--- config.mk ---
export PLATFORM = sky130hd
export DESIGN_NAME = iew_irq_ctrl
export DESIGN_NICKNAME = d
export VERILOG_FILES = /design/src/hw/iew_pkg.sv /design/src/hw/iew_irq_ctrl.sv
export SDC_FILE = /design/constraint.sdc
export NUM_CORES = 1
export LEC_CHECK = 0
export BUFFER_PORTS_ARGS = -buffer_cell sky130_fd_sc_hd__buf_2
export CAP_MARGIN = 20
export CELL_PAD_IN_SITES_DETAIL_PLACEMENT = 1
export CELL_PAD_IN_SITES_GLOBAL_PLACEMENT = 1
export CORE_MARGIN = 4
export CORE_UTILIZATION = 30
export CTS_CLUSTER_DIAMETER = 100
export CTS_CLUSTER_SIZE = 8
export DETAILED_ROUTE_END_ITERATION = 8
export PLACE_DENSITY = 0.63
export SLEW_MARGIN = 20
export SYNTH_ARGS = -nofsm -noshare
export SYNTH_HDL_FRONTEND = slang
export SYNTH_SLANG_ARGS = --single-unit
--- constraint.sdc ---
create_clock -name clock -period 3.3 [get_ports clock]
set_input_delay 0.825 -clock clock [delete_from_list [all_inputs] [get_ports clock]]
set_output_delay 0.825 -clock clock [all_outputs]
set_load 0.05 [all_outputs]
--- src/hw/iew_pkg.sv ---
// package: constants, register map and carrier types of the interrupt entry and wake logic
package iew_pkg;

  localparam int          ADDR_W          = 12;
  localparam int          NUM_PER_REGS    = 4;

  // register byte offsets
  localparam logic [11:0] OFF_CONTROL     = 12'h000;
  localparam logic [11:0] OFF_CORE_EN     = 12'h004;
  localparam logic [11:0] OFF_CORE_FLAG   = 12'h008;
  localparam logic [11:0] OFF_PER_EN0     = 12'h00C;
  localparam logic [11:0] OFF_PER_FLAG0   = 12'h01C;
  localparam int          SHADOW_BANK     = 31;
  localparam logic [11:0] OFF_SHADOW_BASE = 12'h7C0;
  localparam logic [11:0] OFF_SH_ACC      = 12'h7C0;
  localparam logic [11:0] OFF_SH_STATUS   = 12'h7C4;
  localparam logic [11:0] OFF_SH_BANK     = 12'h7C8;
  localparam logic [11:0] OFF_SH_FSR0     = 12'h7CC;
  localparam logic [11:0] OFF_SH_FSR1     = 12'h7D0;
  localparam logic [11:0] OFF_SH_PCUPPER  = 12'h7D4;

  // control register fields
  localparam int          BIT_GIE         = 7;
  localparam int          BIT_PERIPHERAL_GROUP_ENABLE        = 6;
  localparam int          BIT_EDGE        = 0;
  localparam logic        EDGE_RESET      = 1'b1;

  // core source bit positions
  localparam int          BIT_TMR0        = 5;
  localparam int          BIT_IOC         = 4;
  localparam int          BIT_EXT         = 0;
  localparam logic [7:0]  CORE_MASK       = 8'h31;

  // status bits that the shadow copy keeps: watchdog expired (4) and sleep entered (3)
  localparam logic [7:0]  STATUS_KEEP     = 8'h18;

  localparam logic [15:0] IRQ_VECTOR      = 16'h0004;
  localparam logic [31:0] RESET_ZERO      = 32'h0000_0000;

  typedef struct packed {
    logic [7:0]  acc;
    logic [7:0]  status;
    logic [7:0]  bank_select;
    logic [15:0] fsr0;
    logic [15:0] fsr1;
    logic [7:0]  pc_upper_latch;
  } iew_ctx_t;

  typedef struct packed {
    logic        flush;
    logic        push;
    logic        load_vector;
    logic [15:0] vector;
  } iew_entry_t;

  typedef struct packed {
    logic              psel;
    logic              penable;
    logic              pwrite;
    logic [ADDR_W-1:0] paddr;
    logic [31:0]       pwdata;
  } iew_apb_req_t;

  typedef struct packed {
    logic        pready;
    logic        pslverr;
    logic [31:0] prdata;
  } iew_apb_rsp_t;

endpackage : iew_pkg

--- src/hw/iew_irq_ctrl.sv ---
// interrupt entry, shadow context and wake-from-sleep controller with apb register access
//
// The placing of the registers and register access over APB are this design's own decisions.
`timescale 1ns/1ps
`default_nettype none

module iew_irq_ctrl #(
  parameter int NUM_PER_REGS = iew_pkg::NUM_PER_REGS
) (
  // clock and reset
  input  wire logic                  clock,
  input  wire logic                  sys_rst,
  // register bus
  input  wire iew_pkg::iew_apb_req_t apb_req,
  output var  iew_pkg::iew_apb_rsp_t apb_rsp,
  // core sequencer
  input  wire logic                  first_clock_phase,
  input  wire logic                  core_sleeping,
  input  wire logic                  instr_retired,
  input  wire logic                  return_from_service_instr,
  input  wire iew_pkg::iew_ctx_t     live_ctx,
  output var  iew_pkg::iew_entry_t   entry,
  output var  logic                  irq_request,
  output var  logic                  wake_request,
  output var  logic                  restore_valid,
  output var  iew_pkg::iew_ctx_t     restore_ctx,
  output var  logic                  global_irq_enable,
  // event sources
  input  wire logic                  tmr0_event,
  input  wire logic                  ioc_event,
  input  wire logic [31:0]           periph_events,
  input  wire logic                  ext_irq_pin
);
  import iew_pkg::*;

  if (NUM_PER_REGS != 4) begin : g_bad_count
    $error("iew_irq_ctrl: exactly four peripheral flag registers are supported");
  end

  typedef enum logic [0:0] {ST_RUN, ST_WAKE_HOLD} iew_state_t;

  function automatic logic hit(input logic [11:0] a, input logic [11:0] off);
    hit = (a == off);
  endfunction

  // state
  logic                   gie_reg;
  logic                   peripheral_group_enable_reg;
  logic                   edge_sel_reg;
  logic [7:0]             core_en_reg;
  logic [7:0]             core_flag_reg;
  logic [3:0][7:0]        per_en_reg;
  logic [3:0][7:0]        per_flag_reg;
  logic                   ext_prev_reg;
  iew_ctx_t               shadow_reg;
  iew_state_t             state_reg;
  iew_state_t             state_next;
  iew_apb_rsp_t           rsp_reg;
  iew_entry_t             entry_reg;
  logic                   irq_req_reg;
  logic                   wake_reg;
  logic                   restore_reg;
  iew_ctx_t               restore_ctx_reg;

  // bus decode
  wire logic [11:0]       addr     = apb_req.paddr;
  wire logic              access   = apb_req.psel & apb_req.penable;
  wire logic              done     = access & rsp_reg.pready;
  wire logic              wr       = done & apb_req.pwrite;
  wire logic [31:0]       wd       = apb_req.pwdata;
  wire logic              wr_ctl   = wr & hit(addr, OFF_CONTROL);
  wire logic              wr_cen   = wr & hit(addr, OFF_CORE_EN);
  wire logic              wr_cflg  = wr & hit(addr, OFF_CORE_FLAG);
  wire logic              wr_acc   = wr & hit(addr, OFF_SH_ACC);
  wire logic              wr_stat  = wr & hit(addr, OFF_SH_STATUS);
  wire logic              wr_bank  = wr & hit(addr, OFF_SH_BANK);
  wire logic              wr_fsr0  = wr & hit(addr, OFF_SH_FSR0);
  wire logic              wr_fsr1  = wr & hit(addr, OFF_SH_FSR1);
  wire logic              wr_pcu   = wr & hit(addr, OFF_SH_PCUPPER);
  wire logic [11:0]       per_en_off   = addr - OFF_PER_EN0;
  wire logic [11:0]       per_flag_off = addr - OFF_PER_FLAG0;
  wire logic              in_per_en    = (addr >= OFF_PER_EN0) && (addr < OFF_PER_FLAG0) && (addr[1:0] == 2'b00);
  wire logic              in_per_flag  = (addr >= OFF_PER_FLAG0) && (per_flag_off < 12'h010) && (addr[1:0] == 2'b00);
  wire logic [1:0]        per_en_idx   = per_en_off[3:2];
  wire logic [1:0]        per_flag_idx = per_flag_off[3:2];

  // external pin edge, polarity chosen by the select bit
  wire logic              rise     = ext_irq_pin & ~ext_prev_reg;
  wire logic              fall     = ~ext_irq_pin & ext_prev_reg;
  wire logic              ext_edge = edge_sel_reg ? rise : fall;

  wire logic [7:0]        core_evt = (8'(tmr0_event) << BIT_TMR0) | (8'(ioc_event) << BIT_IOC)
                                   | (8'(ext_edge) << BIT_EXT);

  // pending terms
  wire logic              core_pend = |(core_flag_reg & core_en_reg & CORE_MASK);
  wire logic              per_pend  = |(per_flag_reg & per_en_reg);
  wire logic              any_pend  = core_pend | (peripheral_group_enable_reg & per_pend);
  wire logic              request   = gie_reg & any_pend;
  // a request left pending while the enable was clear is taken at the first sample after it is set
  wire logic              take      = first_clock_phase & request & ~core_sleeping
                                    & (state_reg == ST_RUN);
  // only enabled sources wake; firmware must set enables before sleeping
  wire logic              wake      = core_sleeping & any_pend;

  // register read mux
  logic [31:0]            rd_data;
  logic                   rd_ok;
  always_comb
  begin
    rd_data = RESET_ZERO;
    rd_ok   = 1'b1;
    if (in_per_en)
      rd_data = {24'h000000, per_en_reg[per_en_idx]};
    else if (in_per_flag)
      rd_data = {24'h000000, per_flag_reg[per_flag_idx]};
    else
    begin
      case (addr)
        OFF_CONTROL:    rd_data = {24'h000000, gie_reg, peripheral_group_enable_reg, 5'h00, edge_sel_reg};
        OFF_CORE_EN:    rd_data = {24'h000000, core_en_reg};
        OFF_CORE_FLAG:  rd_data = {24'h000000, core_flag_reg};
        OFF_SH_ACC:     rd_data = {24'h000000, shadow_reg.acc};
        OFF_SH_STATUS:  rd_data = {24'h000000, shadow_reg.status};
        OFF_SH_BANK:    rd_data = {24'h000000, shadow_reg.bank_select};
        OFF_SH_FSR0:    rd_data = {16'h0000, shadow_reg.fsr0};
        OFF_SH_FSR1:    rd_data = {16'h0000, shadow_reg.fsr1};
        OFF_SH_PCUPPER: rd_data = {24'h000000, shadow_reg.pc_upper_latch};
        default:        rd_ok   = 1'b0;
      endcase
    end
  end

  // one wait state: ready is a flop so the reply never depends on this cycle's address
  always_ff @(posedge clock)
  begin
    if (sys_rst)
      rsp_reg <= '0;
    else
    begin
      rsp_reg.pready  <= access & ~rsp_reg.pready;
      rsp_reg.pslverr <= access & ~rsp_reg.pready & ~rd_ok;
      rsp_reg.prdata  <= (access & ~rsp_reg.pready & ~apb_req.pwrite) ? rd_data : RESET_ZERO;
    end
  end

  // control bits; hardware entry and return take priority over a bus write
  always_ff @(posedge clock)
  begin
    if (sys_rst)
    begin
      gie_reg      <= 1'b0;
      peripheral_group_enable_reg     <= 1'b0;
      edge_sel_reg <= EDGE_RESET;
      core_en_reg  <= 8'h00;
      per_en_reg   <= '0;
    end
    else
    begin
      if (take)
        gie_reg <= 1'b0;
      else if (return_from_service_instr)
        gie_reg <= 1'b1;
      else if (wr_ctl)
        gie_reg <= wd[BIT_GIE];
      if (wr_ctl)
      begin
        peripheral_group_enable_reg     <= wd[BIT_PERIPHERAL_GROUP_ENABLE];
        edge_sel_reg <= wd[BIT_EDGE];
      end
      if (wr_cen)
        core_en_reg <= wd[7:0] & CORE_MASK;
      if (wr & in_per_en)
        per_en_reg[per_en_idx] <= wd[7:0];
    end
  end

  // flags: firmware writes them, events set them whatever the enables, set wins
  always_ff @(posedge clock)
  begin
    if (sys_rst)
    begin
      core_flag_reg <= 8'h00;
      per_flag_reg  <= '0;
      ext_prev_reg  <= 1'b0;
    end
    else
    begin
      ext_prev_reg  <= ext_irq_pin;
      core_flag_reg <= ((wr_cflg ? wd[7:0] : core_flag_reg) & CORE_MASK) | core_evt;
      for (int i = 0; i < 4; i++)
        per_flag_reg[i] <= ((wr & in_per_flag & (per_flag_idx == 2'(i))) ? wd[7:0] : per_flag_reg[i])
                         | periph_events[i*8 +: 8];
    end
  end

  // shadow copy; status keeps its watchdog and sleep bits from the old copy
  always_ff @(posedge clock)
  begin
    if (sys_rst)
      shadow_reg <= '0;
    else if (take)
    begin
      shadow_reg        <= live_ctx;
      shadow_reg.status <= (live_ctx.status & ~STATUS_KEEP) | (shadow_reg.status & STATUS_KEEP);
    end
    else
    begin
      if (wr_acc)
        shadow_reg.acc <= wd[7:0];
      if (wr_stat)
        shadow_reg.status <= wd[7:0];
      if (wr_bank)
        shadow_reg.bank_select <= wd[7:0];
      if (wr_fsr0)
        shadow_reg.fsr0 <= wd[15:0];
      if (wr_fsr1)
        shadow_reg.fsr1 <= wd[15:0];
      if (wr_pcu)
        shadow_reg.pc_upper_latch <= wd[7:0];
    end
  end

  // after a wake with the enable set, hold entry until one instruction has retired
  always_comb
  begin
    state_next = state_reg;
    case (state_reg)
      ST_RUN:
        if (wake & gie_reg)
          state_next = ST_WAKE_HOLD;
      ST_WAKE_HOLD:
        if (instr_retired & ~core_sleeping)
          state_next = ST_RUN;
      default:
        state_next = ST_RUN;
    endcase
  end

  always_ff @(posedge clock)
  begin
    if (sys_rst)
    begin
      state_reg       <= ST_RUN;
      entry_reg       <= '0;
      irq_req_reg     <= 1'b0;
      wake_reg        <= 1'b0;
      restore_reg     <= 1'b0;
      restore_ctx_reg <= '0;
    end
    else
    begin
      state_reg             <= state_next;
      entry_reg.flush       <= take;
      entry_reg.push        <= take;
      entry_reg.load_vector <= take;
      entry_reg.vector      <= take ? IRQ_VECTOR : 16'h0000;
      irq_req_reg           <= request;
      wake_reg              <= wake;
      restore_reg           <= return_from_service_instr;
      if (return_from_service_instr)
        restore_ctx_reg <= shadow_reg;
    end
  end

  assign apb_rsp           = rsp_reg;
  assign entry             = entry_reg;
  assign irq_request       = irq_req_reg;
  assign wake_request      = wake_reg;
  assign restore_valid     = restore_reg;
  assign restore_ctx       = restore_ctx_reg;
  assign global_irq_enable = gie_reg;

endmodule // iew_irq_ctrl

`default_nettype wire

==> results of run 1 <==
power groups by stage:
stage	combinational [mW]	sequential, mW	clock [mW]
after floorplan	0.311	2.84	0
after global placement	0.481	2.85	0
after detailed placement	0.485	2.85	0
after CTS	0.486	2.79	3.28
after global routing	0.516	2.79	3.40
final	0.486	2.79	3.20
per-layer routing:
layer	GRT usage, %	wire length [um]	vias up
met5	0	0	-
met4	5.09	879	0
met3	3.23	2620	46
met2	33.6	19200	355
met1	28.5	18200	4650
li1	-	-	4414
cell families (layout without fill, tap and decap cells):
kind of cell	Yosys count	in the layout	share of synthesized area, %
AOI/OAI and AO/OA	291	291	18.3
and+or+nand+nor	242	242	11.2
DFF	225	225	42.7
muxes	186	186	19.6
buffers and inverters	160	338	7.33
adders and majority gates	7	7	0.830
other	1	34	0.0355
per-stage QoR:
stage / worst slack [ns] / instance area (um^2) / cells / utilization [%]
floorplan: 0.380 / 10700 / 1142 / -
global placement: 0.309 / 12100 / 1736 / 34.9
global route: 0.552 / 13000 / 1776 / 37.6
finish: 0.750 / 13000 / 1778 / 37.7
detailed placement: 0.246 / 12100 / 1736 / 34.9
CTS: 0.730 / 13000 / 1775 / 37.6
final cells by class:
cell class / instances / area [um^2]
antenna: 3 / 7.51
clock buffer: 35 / 876
clock inverter: 4 / 63.8
fill: 4026 / 21600
inverter: 30 / 113
multi-input combinational: 757 / 5400
sequential: 225 / 4500
tap: 455 / 569
timing repair buffer: 269 / 1510
final timing paths:
check | depth (start not counted) | slack (ns) | start | to
max | 7 | 0.75 | per_en_reg[8]$_SDFFE_PP0P_ | shadow_reg[55]$_SDFFE_PP0P_
min | 2 | 0.48 | restore_ctx[12]$_SDFFE_PP0P_ | restore_ctx[12]$_SDFFE_PP0P_
max reg2reg | 7 | 0.75 | per_en_reg[8]$_SDFFE_PP0P_ | shadow_reg[55]$_SDFFE_PP0P_
min reg2reg | 2 | 0.48 | restore_ctx[12]$_SDFFE_PP0P_ | restore_ctx[12]$_SDFFE_PP0P_
Yosys cell counts, types with 16 or more instances:
cell type,count,area (um^2)
inv_1,30,113
nor2_1,104,390
nand2_1,51,191
buf_2,18,90.1
a21oi_1,126,631
mux4_2,16,360
o21ai_0,35,175
dfxtp_1,225,4500
buf_4,38,285
a22oi_1,23,173
nor3_1,27,135
clkbuf_1,70,263
a311oi_1,62,543
mux2i_1,165,1650
worst min-delay path: cells and delay by family, from the launching register on:
family	cells	cell delay, ns
DFF	1	0.32
and+or+nand+nor	1	0.07
muxes	1	0.06
==> results.yml, run 1 <==
final_layout:
  area_delta_synth_final_pct: 23.6
  final_common_cell: "dfxtp_1"
  final_cell_mix: "dfxtp_1, buf_2, mux2i_1"
  drive_gt1_share_pct: 26.7
  fin_nets: 1476
synth:
  ys_dominant_reg_cell: "dfxtp_1"
  synth.distinct_cells: 58
  synth.avg_cell_area_um2: 9.49
  yosys_warnings: 0
  syn_inst: 1112
  seq_area_frac_synth_pct: 42.7
  synth_edf_count: 0
  synth-seq-cells: 225
  synth-async-reset-ratio_pct: 0
  synth_area_um2: 10600
pwr:
  ir_drop_uv: 402
  power.switching_mw: 1.61
  powerDensity_nw_per_um2: 497
  swShare_pct: 24.8
  clockPowerShare_pct: 49.4
  power_leakage_nw: 5.68
  power_mw: 6.48
  power_frac_seq_pct: 43.1
  p_int_mw: 4.87
  p_comb_share_pct: 7.5
cts:
  clockRootBuffer: "clkbuf_16"
  insertion_delay_ns: 0.52
  cts_buffer_depth: 3
  clk_pin_slew_ns: 0.05
  cts_tree: "built"
  cts_setup_buffers: 0
  hold_buffers: 0
  ctsResizeCount: 0
  cts_num_sinks: 225
  cts_buffers: 34
  htreeDepth: 2
grt:
  antenna_found_initial: 1
  globalRouteTotalUtil_pct: 20.5
  grt_overflow: 0
  grt_pass1_vias: 9572
  grt_pass1_wl_mm: 61.1
  grt_max_degree: 92
die:
  die_h_um: 196
  rows: 68
  die_area_um2: 38200
  io_pins: 273
  initial_core_util_pct: 30.5
  core_um2: 34600
  die_w_um: 196
critical_path:
  crit_family: "compound AO/OA/AOI/OAI gates"
  cp.arrival_ns: 2.96
  cp_slowest_cell: "a21o_4"
  endpoint_kind: "flop"
  crit_buf_inv: 1
  crit_fanout: 57
  required_ns: 3.71
  cp-start-kind: "flop"
  critPathMaxStageDelay_ns: 0.55
  crit_chain: "a22o_1, a221oi_1, and4_1, a21o_4, buf_4, a21oi_1, a311oi_1"
  critPathKind: "flop to flop"
timing:
  min_period_ns: 2.55
  finalCritPeriodShare_pct: 77.3
  fmax_mhz: 392
  setup_viol: 0
  drv_slew: 0
  worst_slew_pin_slew_ns: 0.832
  rsz0062_at_grt: "no"
  tns_ns: 0
  hold_viol_final: 0
  hold-worst-slack_ns: 0.484
  slew_headroom_pct: 44.5
  fin_worst_skew_ns: 0.0292
min_path:
  hp-class: "flop to flop"
run:
  maxCapViolCount: 0
placement:
  dp_hpwl_mm: 29.5
  port_buffers: 223
  place.gp.congestion: 0.879
routing:
  dr.pass1.iters: 6
  viasPerCell: 5.32
  ant_nets: 0
  routed_wirelength_mm: 41.0
  vias: 9465
  drt_iter0_markers: 704
  wl_per_cell_um: 23.1
  drc: 0
run_status:
  status: "finished, final reports clean"
No activity file was read; power rests on OpenSTA's default activity.
==> run 2: changes to the inputs <==
PLACE_DENSITY = 0.65   (was 0.63)
clock period = 2.15 ns   (was 3.3 ns; I/O delays follow)
==> run 2 against run 1 <==
Against the previous run: the flow now finishes with violations (max-slew violations); highest routed layer is now met5; sequential share of layout area decreased by 2.0 points; largest power group unchanged; largest cell class unchanged; sequential cell count stayed put; critical endpoint is now shadow_reg[33]$_SDFFE_PP0P_; total power rose by 54%; combinational power grew 71%.
==> results.yml, run 2 (synthesized netlist as in run 1, its figures left out) <==
critical_path:
  crit_fanout: 29
  endpoint_kind: "flop"
  cp-start-kind: "flop"
  cp.arrival_ns: 2.43
  critPathKind: "flop to flop"
  required_ns: 2.52
pwr:
  power_mw: 10.0
  power_leakage_nw: 6.11
  powerDensity_nw_per_um2: 723
  ir_drop_uv: 459
grt:
  use_met3_pct: 3.42
  grt_pass1_wl_mm: 63.0
  grt_overflow: 0
  busiest_layer: "met2"
  antenna_found_initial: 1
  grt_pass1_vias: 10200
  globalRouteTotalUtil_pct: 21.0
  use_met1_pct: 28.0
  use_met2_pct: 34.9
  grt_max_degree: 209
routing:
  dr.pass1.iters: 6
  drt_iter0_markers: 662
  vias: 9729
  routed_wirelength_mm: 41.6
  drc: 0
  wl_per_cell_um: 22.6
  ant_nets: 0
  viasPerCell: 5.28
run:
  maxCapViolCount: 0
die:
  rows: 68
  die_h_um: 196
  core_um2: 34600
  die_area_um2: 38200
  io_pins: 273
  initial_core_util_pct: 30.5
  die_w_um: 196
final_layout:
  final_common_cell: "dfxtp_1"
  final_area_um2: 13800
  finalNonFillerCells: 1841
  utilization_pct: 39.9
  fin_nets: 1541
  drive_gt1_share_pct: 31.1
  final_cell_mix: "dfxtp_1, buf_2, mux2i_1"
  area_delta_synth_final_pct: 31.0
  regArea_um2: 4500
  multi_input_comb_area_um2: 5480
  nFillCells: 3993
cts:
  cts_buffer_depth: 3
  clk_pin_slew_ns: 0.05
  ctsResizeCount: 0
  insertion_delay_ns: 0.52
  cts_tree: "built"
  cts_buffers: 34
  htreeDepth: 2
  cts_setup_buffers: 0
  clockRootBuffer: "clkbuf_16"
  cts_num_sinks: 225
  hold_buffers: 0
placement:
  dp_hpwl_mm: 30.4
  place.gp.congestion: 0.909
  pre_cts_ws_ns: -0.442
  dpl-instance-area_um2: 12900
  port_buffers: 223
  numPlacedInstances: 1801
timing:
  finalCritPeriodShare_pct: 96.0
  drv_slew: 13
  worst_slew_pin_slew_ns: 1.51
  min_period_ns: 2.06
  slew_headroom_pct: -0.493
  fin_worst_skew_ns: 0.0331
  layout_setup_ws_ns: 0.0869
  fmax_mhz: 485
  hold_viol_final: 0
  setup_viol: 0
min_path:
  hp-class: "input pin to flop"
run_status:
  violations: "max-slew violations"
  status: "finished, violations left"
==> run 2: cell count changes in the layout (fill, tap and decap cells not counted), moves of 3 or more <==
cell | previous run | this run
buf_12 | 3 | 21
buf_4 | 44 | 91
ha_1 | 7 | 4
a221oi_1 | 7 | 4
a221oi_2 | 0 | 3
==> run 2: critical path: stages, from the launching register on <==
cell	delay (ns)
dfxtp_1	0.33
a22o_1	0.23
a221oi_1	0.22
and4_4	0.30
a21o_4	0.24
buf_12	0.21
a21oi_1	0.09
a311oi_1	0.29
==> run 2: worst paths after layout <==
path,start,depth (start not counted),slack [ns],to
setup / recovery,per_flag_reg[9]$_SDFF_PP0_,7,0.09,shadow_reg[33]$_SDFFE_PP0P_
hold / removal,periph_events[29],3,0.26,per_flag_reg[29]$_SDFF_PP0_
setup reg to reg,per_flag_reg[9]$_SDFF_PP0_,7,0.09,shadow_reg[33]$_SDFFE_PP0P_
hold reg to reg,restore_ctx[38]$_SDFFE_PP0P_,2,0.49,restore_ctx[38]$_SDFFE_PP0P_
==> run 2: through the flow <==
step,TNS (ns),hold slack (ns)
floorplan,-0.0916,0.457
global placement,-19.17,0.466
detailed placement,-26.61,0.477
CTS,0,0.238
global route,-0.00997,0.253
finish,0,0.255
==> run 2: area by class of cell <==
| class | instances | share of cell area, % |
|---|---|---|
| Inverter | 30 | 0.815 |
| Antenna cell | 1 | 0.0181 |
| Timing Repair Buffer | 334 | 16.1 |
| Clock inverter | 4 | 0.462 |
| Multi-Input combinational cell | 757 | 39.6 |
| Clock buffer | 35 | 6.34 |
| Tap cell | 455 | 4.12 |
| Sequential cell | 225 | 32.6 |
==> run 2: where the power goes <==
part           internal [mW]  total (mW)  leakage (nW)  switching, mW
Combinational          0.301       0.833          3.82          0.532
Clock                   3.00        4.88         0.464           1.88
Sequential              4.23        4.29          1.82         0.0549
==> run 2: routing by layer <==
layer | wire length, um | part of all wire (%) | up-vias
met2 | 19800 | 48 | 331
li1 | - | - | 4540
met5 | 8 | 0.019 | -
met1 | 18400 | 44 | 4789
met3 | 2260 | 5.4 | 67
met4 | 1080 | 2.6 | 2
==> run 3: changes to the inputs <==
--- a/config.mk
+++ b/config.mk
@@ -15,4 +15,5 @@
 export CTS_CLUSTER_SIZE = 8
 export DETAILED_ROUTE_END_ITERATION = 8
+export GPL_ROUTABILITY_DRIVEN = 0
 export PLACE_DENSITY = 0.65
 export SLEW_MARGIN = 20
==> constraint.sdc (replaced) <==
create_clock -name clock -period 2.15 [get_ports clock]
set_input_delay 0.5375 -clock clock [delete_from_list [all_inputs] [get_ports clock]]
set_output_delay 0.5375 -clock clock [all_outputs]
set_load 0.1 [all_outputs]
==> run 3 against run 2 <==
Against the previous run: the run now ends clean; via count increased by 0.63%; critical path depth did not move; fmax about the same; clock power down 1%; critical endpoint is now shadow_reg[34]$_SDFFE_PP0P_.
==> results.yml, run 3 (synthesized netlist as in run 1, its figures left out) <==
timing:
  hold_viol_final: 0
  worst_slew_pin_slew_ns: 1.13
  setup_viol: 0
  min_period_ns: 2.06
  fmax_mhz: 485
  fin_worst_skew_ns: 0.0249
  slew_headroom_pct: 24.8
  finalCritPeriodShare_pct: 95.9
  drv_slew: 0
  hold-worst-slack_ns: 0.250
critical_path:
  crit_fanout: 32
  cp.arrival_ns: 2.45
  required_ns: 2.53
  endpoint_kind: "flop"
  cp-start-kind: "flop"
  critPathKind: "flop to flop"
cts:
  hold_buffers: 0
  clockRootBuffer: "clkbuf_16"
  cts_tree: "built"
  cts_setup_buffers: 0
  insertion_delay_ns: 0.52
  cts_buffer_depth: 3
  cts_buffers: 34
  cts_num_sinks: 225
  htreeDepth: 2
  clk_pin_slew_ns: 0.05
final_layout:
  final_cell_mix: "dfxtp_1, buf_2, mux2i_1"
  fin_nets: 1548
  area_delta_synth_final_pct: 31.5
  utilization_pct: 40.1
  drive_gt1_share_pct: 31.6
  final_common_cell: "dfxtp_1"
die:
  io_pins: 273
  die_h_um: 196
  die_area_um2: 38200
  initial_core_util_pct: 30.5
  rows: 68
  die_w_um: 196
  core_um2: 34600
grt:
  busiest_layer: "met2"
  grt_max_degree: 209
  grt_pass1_wl_mm: 63.2
  grt_overflow: 0
  antenna_found_initial: 1
  use_met1_pct: 27.8
  use_met3_pct: 4.19
  globalRouteTotalUtil_pct: 21.1
  use_met2_pct: 35.0
  grt_pass1_vias: 10300
routing:
  wl_per_cell_um: 22.7
  drt_iter0_markers: 671
  vias: 9790
  routed_wirelength_mm: 42.0
  drc: 0
  viasPerCell: 5.29
  ant_nets: 0
  dr.pass1.iters: 4
pwr:
  powerDensity_nw_per_um2: 725
  power_leakage_nw: 6.14
  swShare_pct: 26.0
  p_comb_share_pct: 9.5
  clockPowerShare_pct: 47.9
  ir_drop_uv: 432
  power_frac_seq_pct: 42.6
  p_int_mw: 7.45
  power.switching_mw: 2.61
run_status:
  status: "finished, final reports clean"
placement:
  port_buffers: 223
  dp_hpwl_mm: 30.6
run:
  maxCapViolCount: 0
min_path:
  hp-class: "input pin to flop"
[run 3: changes by cell type in the layout (fill, tap and decap cells not counted), moves of 2 or more]
cell and delta:
ha_1 +2, buf_4 +6, dfxtp_2 +2, dfxtp_1 -2
[run 3: final timing paths]
kind         slack [ns]                     endpoint  depth (start not counted)                   startpoint
max                0.09  shadow_reg[34]$_SDFFE_PP0P_                          7   per_en_reg[0]$_SDFFE_PP0P_
min                0.25  per_flag_reg[27]$_SDFF_PP0_                          3            periph_events[27]
max reg2reg        0.09  shadow_reg[34]$_SDFFE_PP0P_                          7   per_en_reg[0]$_SDFFE_PP0P_
min reg2reg        0.49  restore_ctx[8]$_SDFFE_PP0P_                          2  restore_ctx[8]$_SDFFE_PP0P_
[run 3: critical path: stages (launching register included)]
cell and delay, ns:
dfxtp_1 0.35, a22o_1 0.26, a221oi_2 0.17, and4_4 0.29
a21o_4 0.23, buf_12 0.21, a21oi_1 0.09, a311oi_1 0.32
[run 3: area by class of cell]
type	instances	area (um^2)
fillers	4005	20800
clock inverters	3	36.3
clock buffers	36	890
well taps	455	569
multi-input cells	757	5470
inverters	30	113
repair buffers	341	2290
flip-flops and latches	225	4510
diodes	2	5.00
[run 3: repair_timing]
action                     CTS  global route
setup endpoints to repair    2            54
resized for setup            1             9
pin swaps                    0             1
[run 3: power by group through the flow]
stage	sequential (mW)	combinational (mW)	clock, mW
6_report	4.29	0.957	4.81
5_1_grt	4.29	1.01	5.11
4_1_cts	4.28	0.959	4.93
3_5_place_dp	4.37	0.957	0
3_3_place_gp	4.36	0.948	0
2_1_floorplan	4.37	0.608	0
[run 3: through the flow]
step,power (mW),std cells,setup WS [ns],setup TNS (ns),cell area (um^2)
2_1_floorplan,4.98,1142,-0.0213,-0.432,10700
5_1_grt,10.4,1847,-0.0122,-0.0279,13900
3_3_place_gp,5.31,1808,-0.402,-26.54,12900
6_report,10.1,1849,0.0888,0,13900
4_1_cts,10.2,1847,0.00843,0,13800
3_5_place_dp,5.32,1808,-0.422,-31.07,12900
[run 3: metal layers]
layer / share of wire, % / routed length [um]
met5: 0 / 0
met4: 3.0 / 1260
met3: 5.9 / 2480
met2: 47 / 19800
met1: 44 / 18400
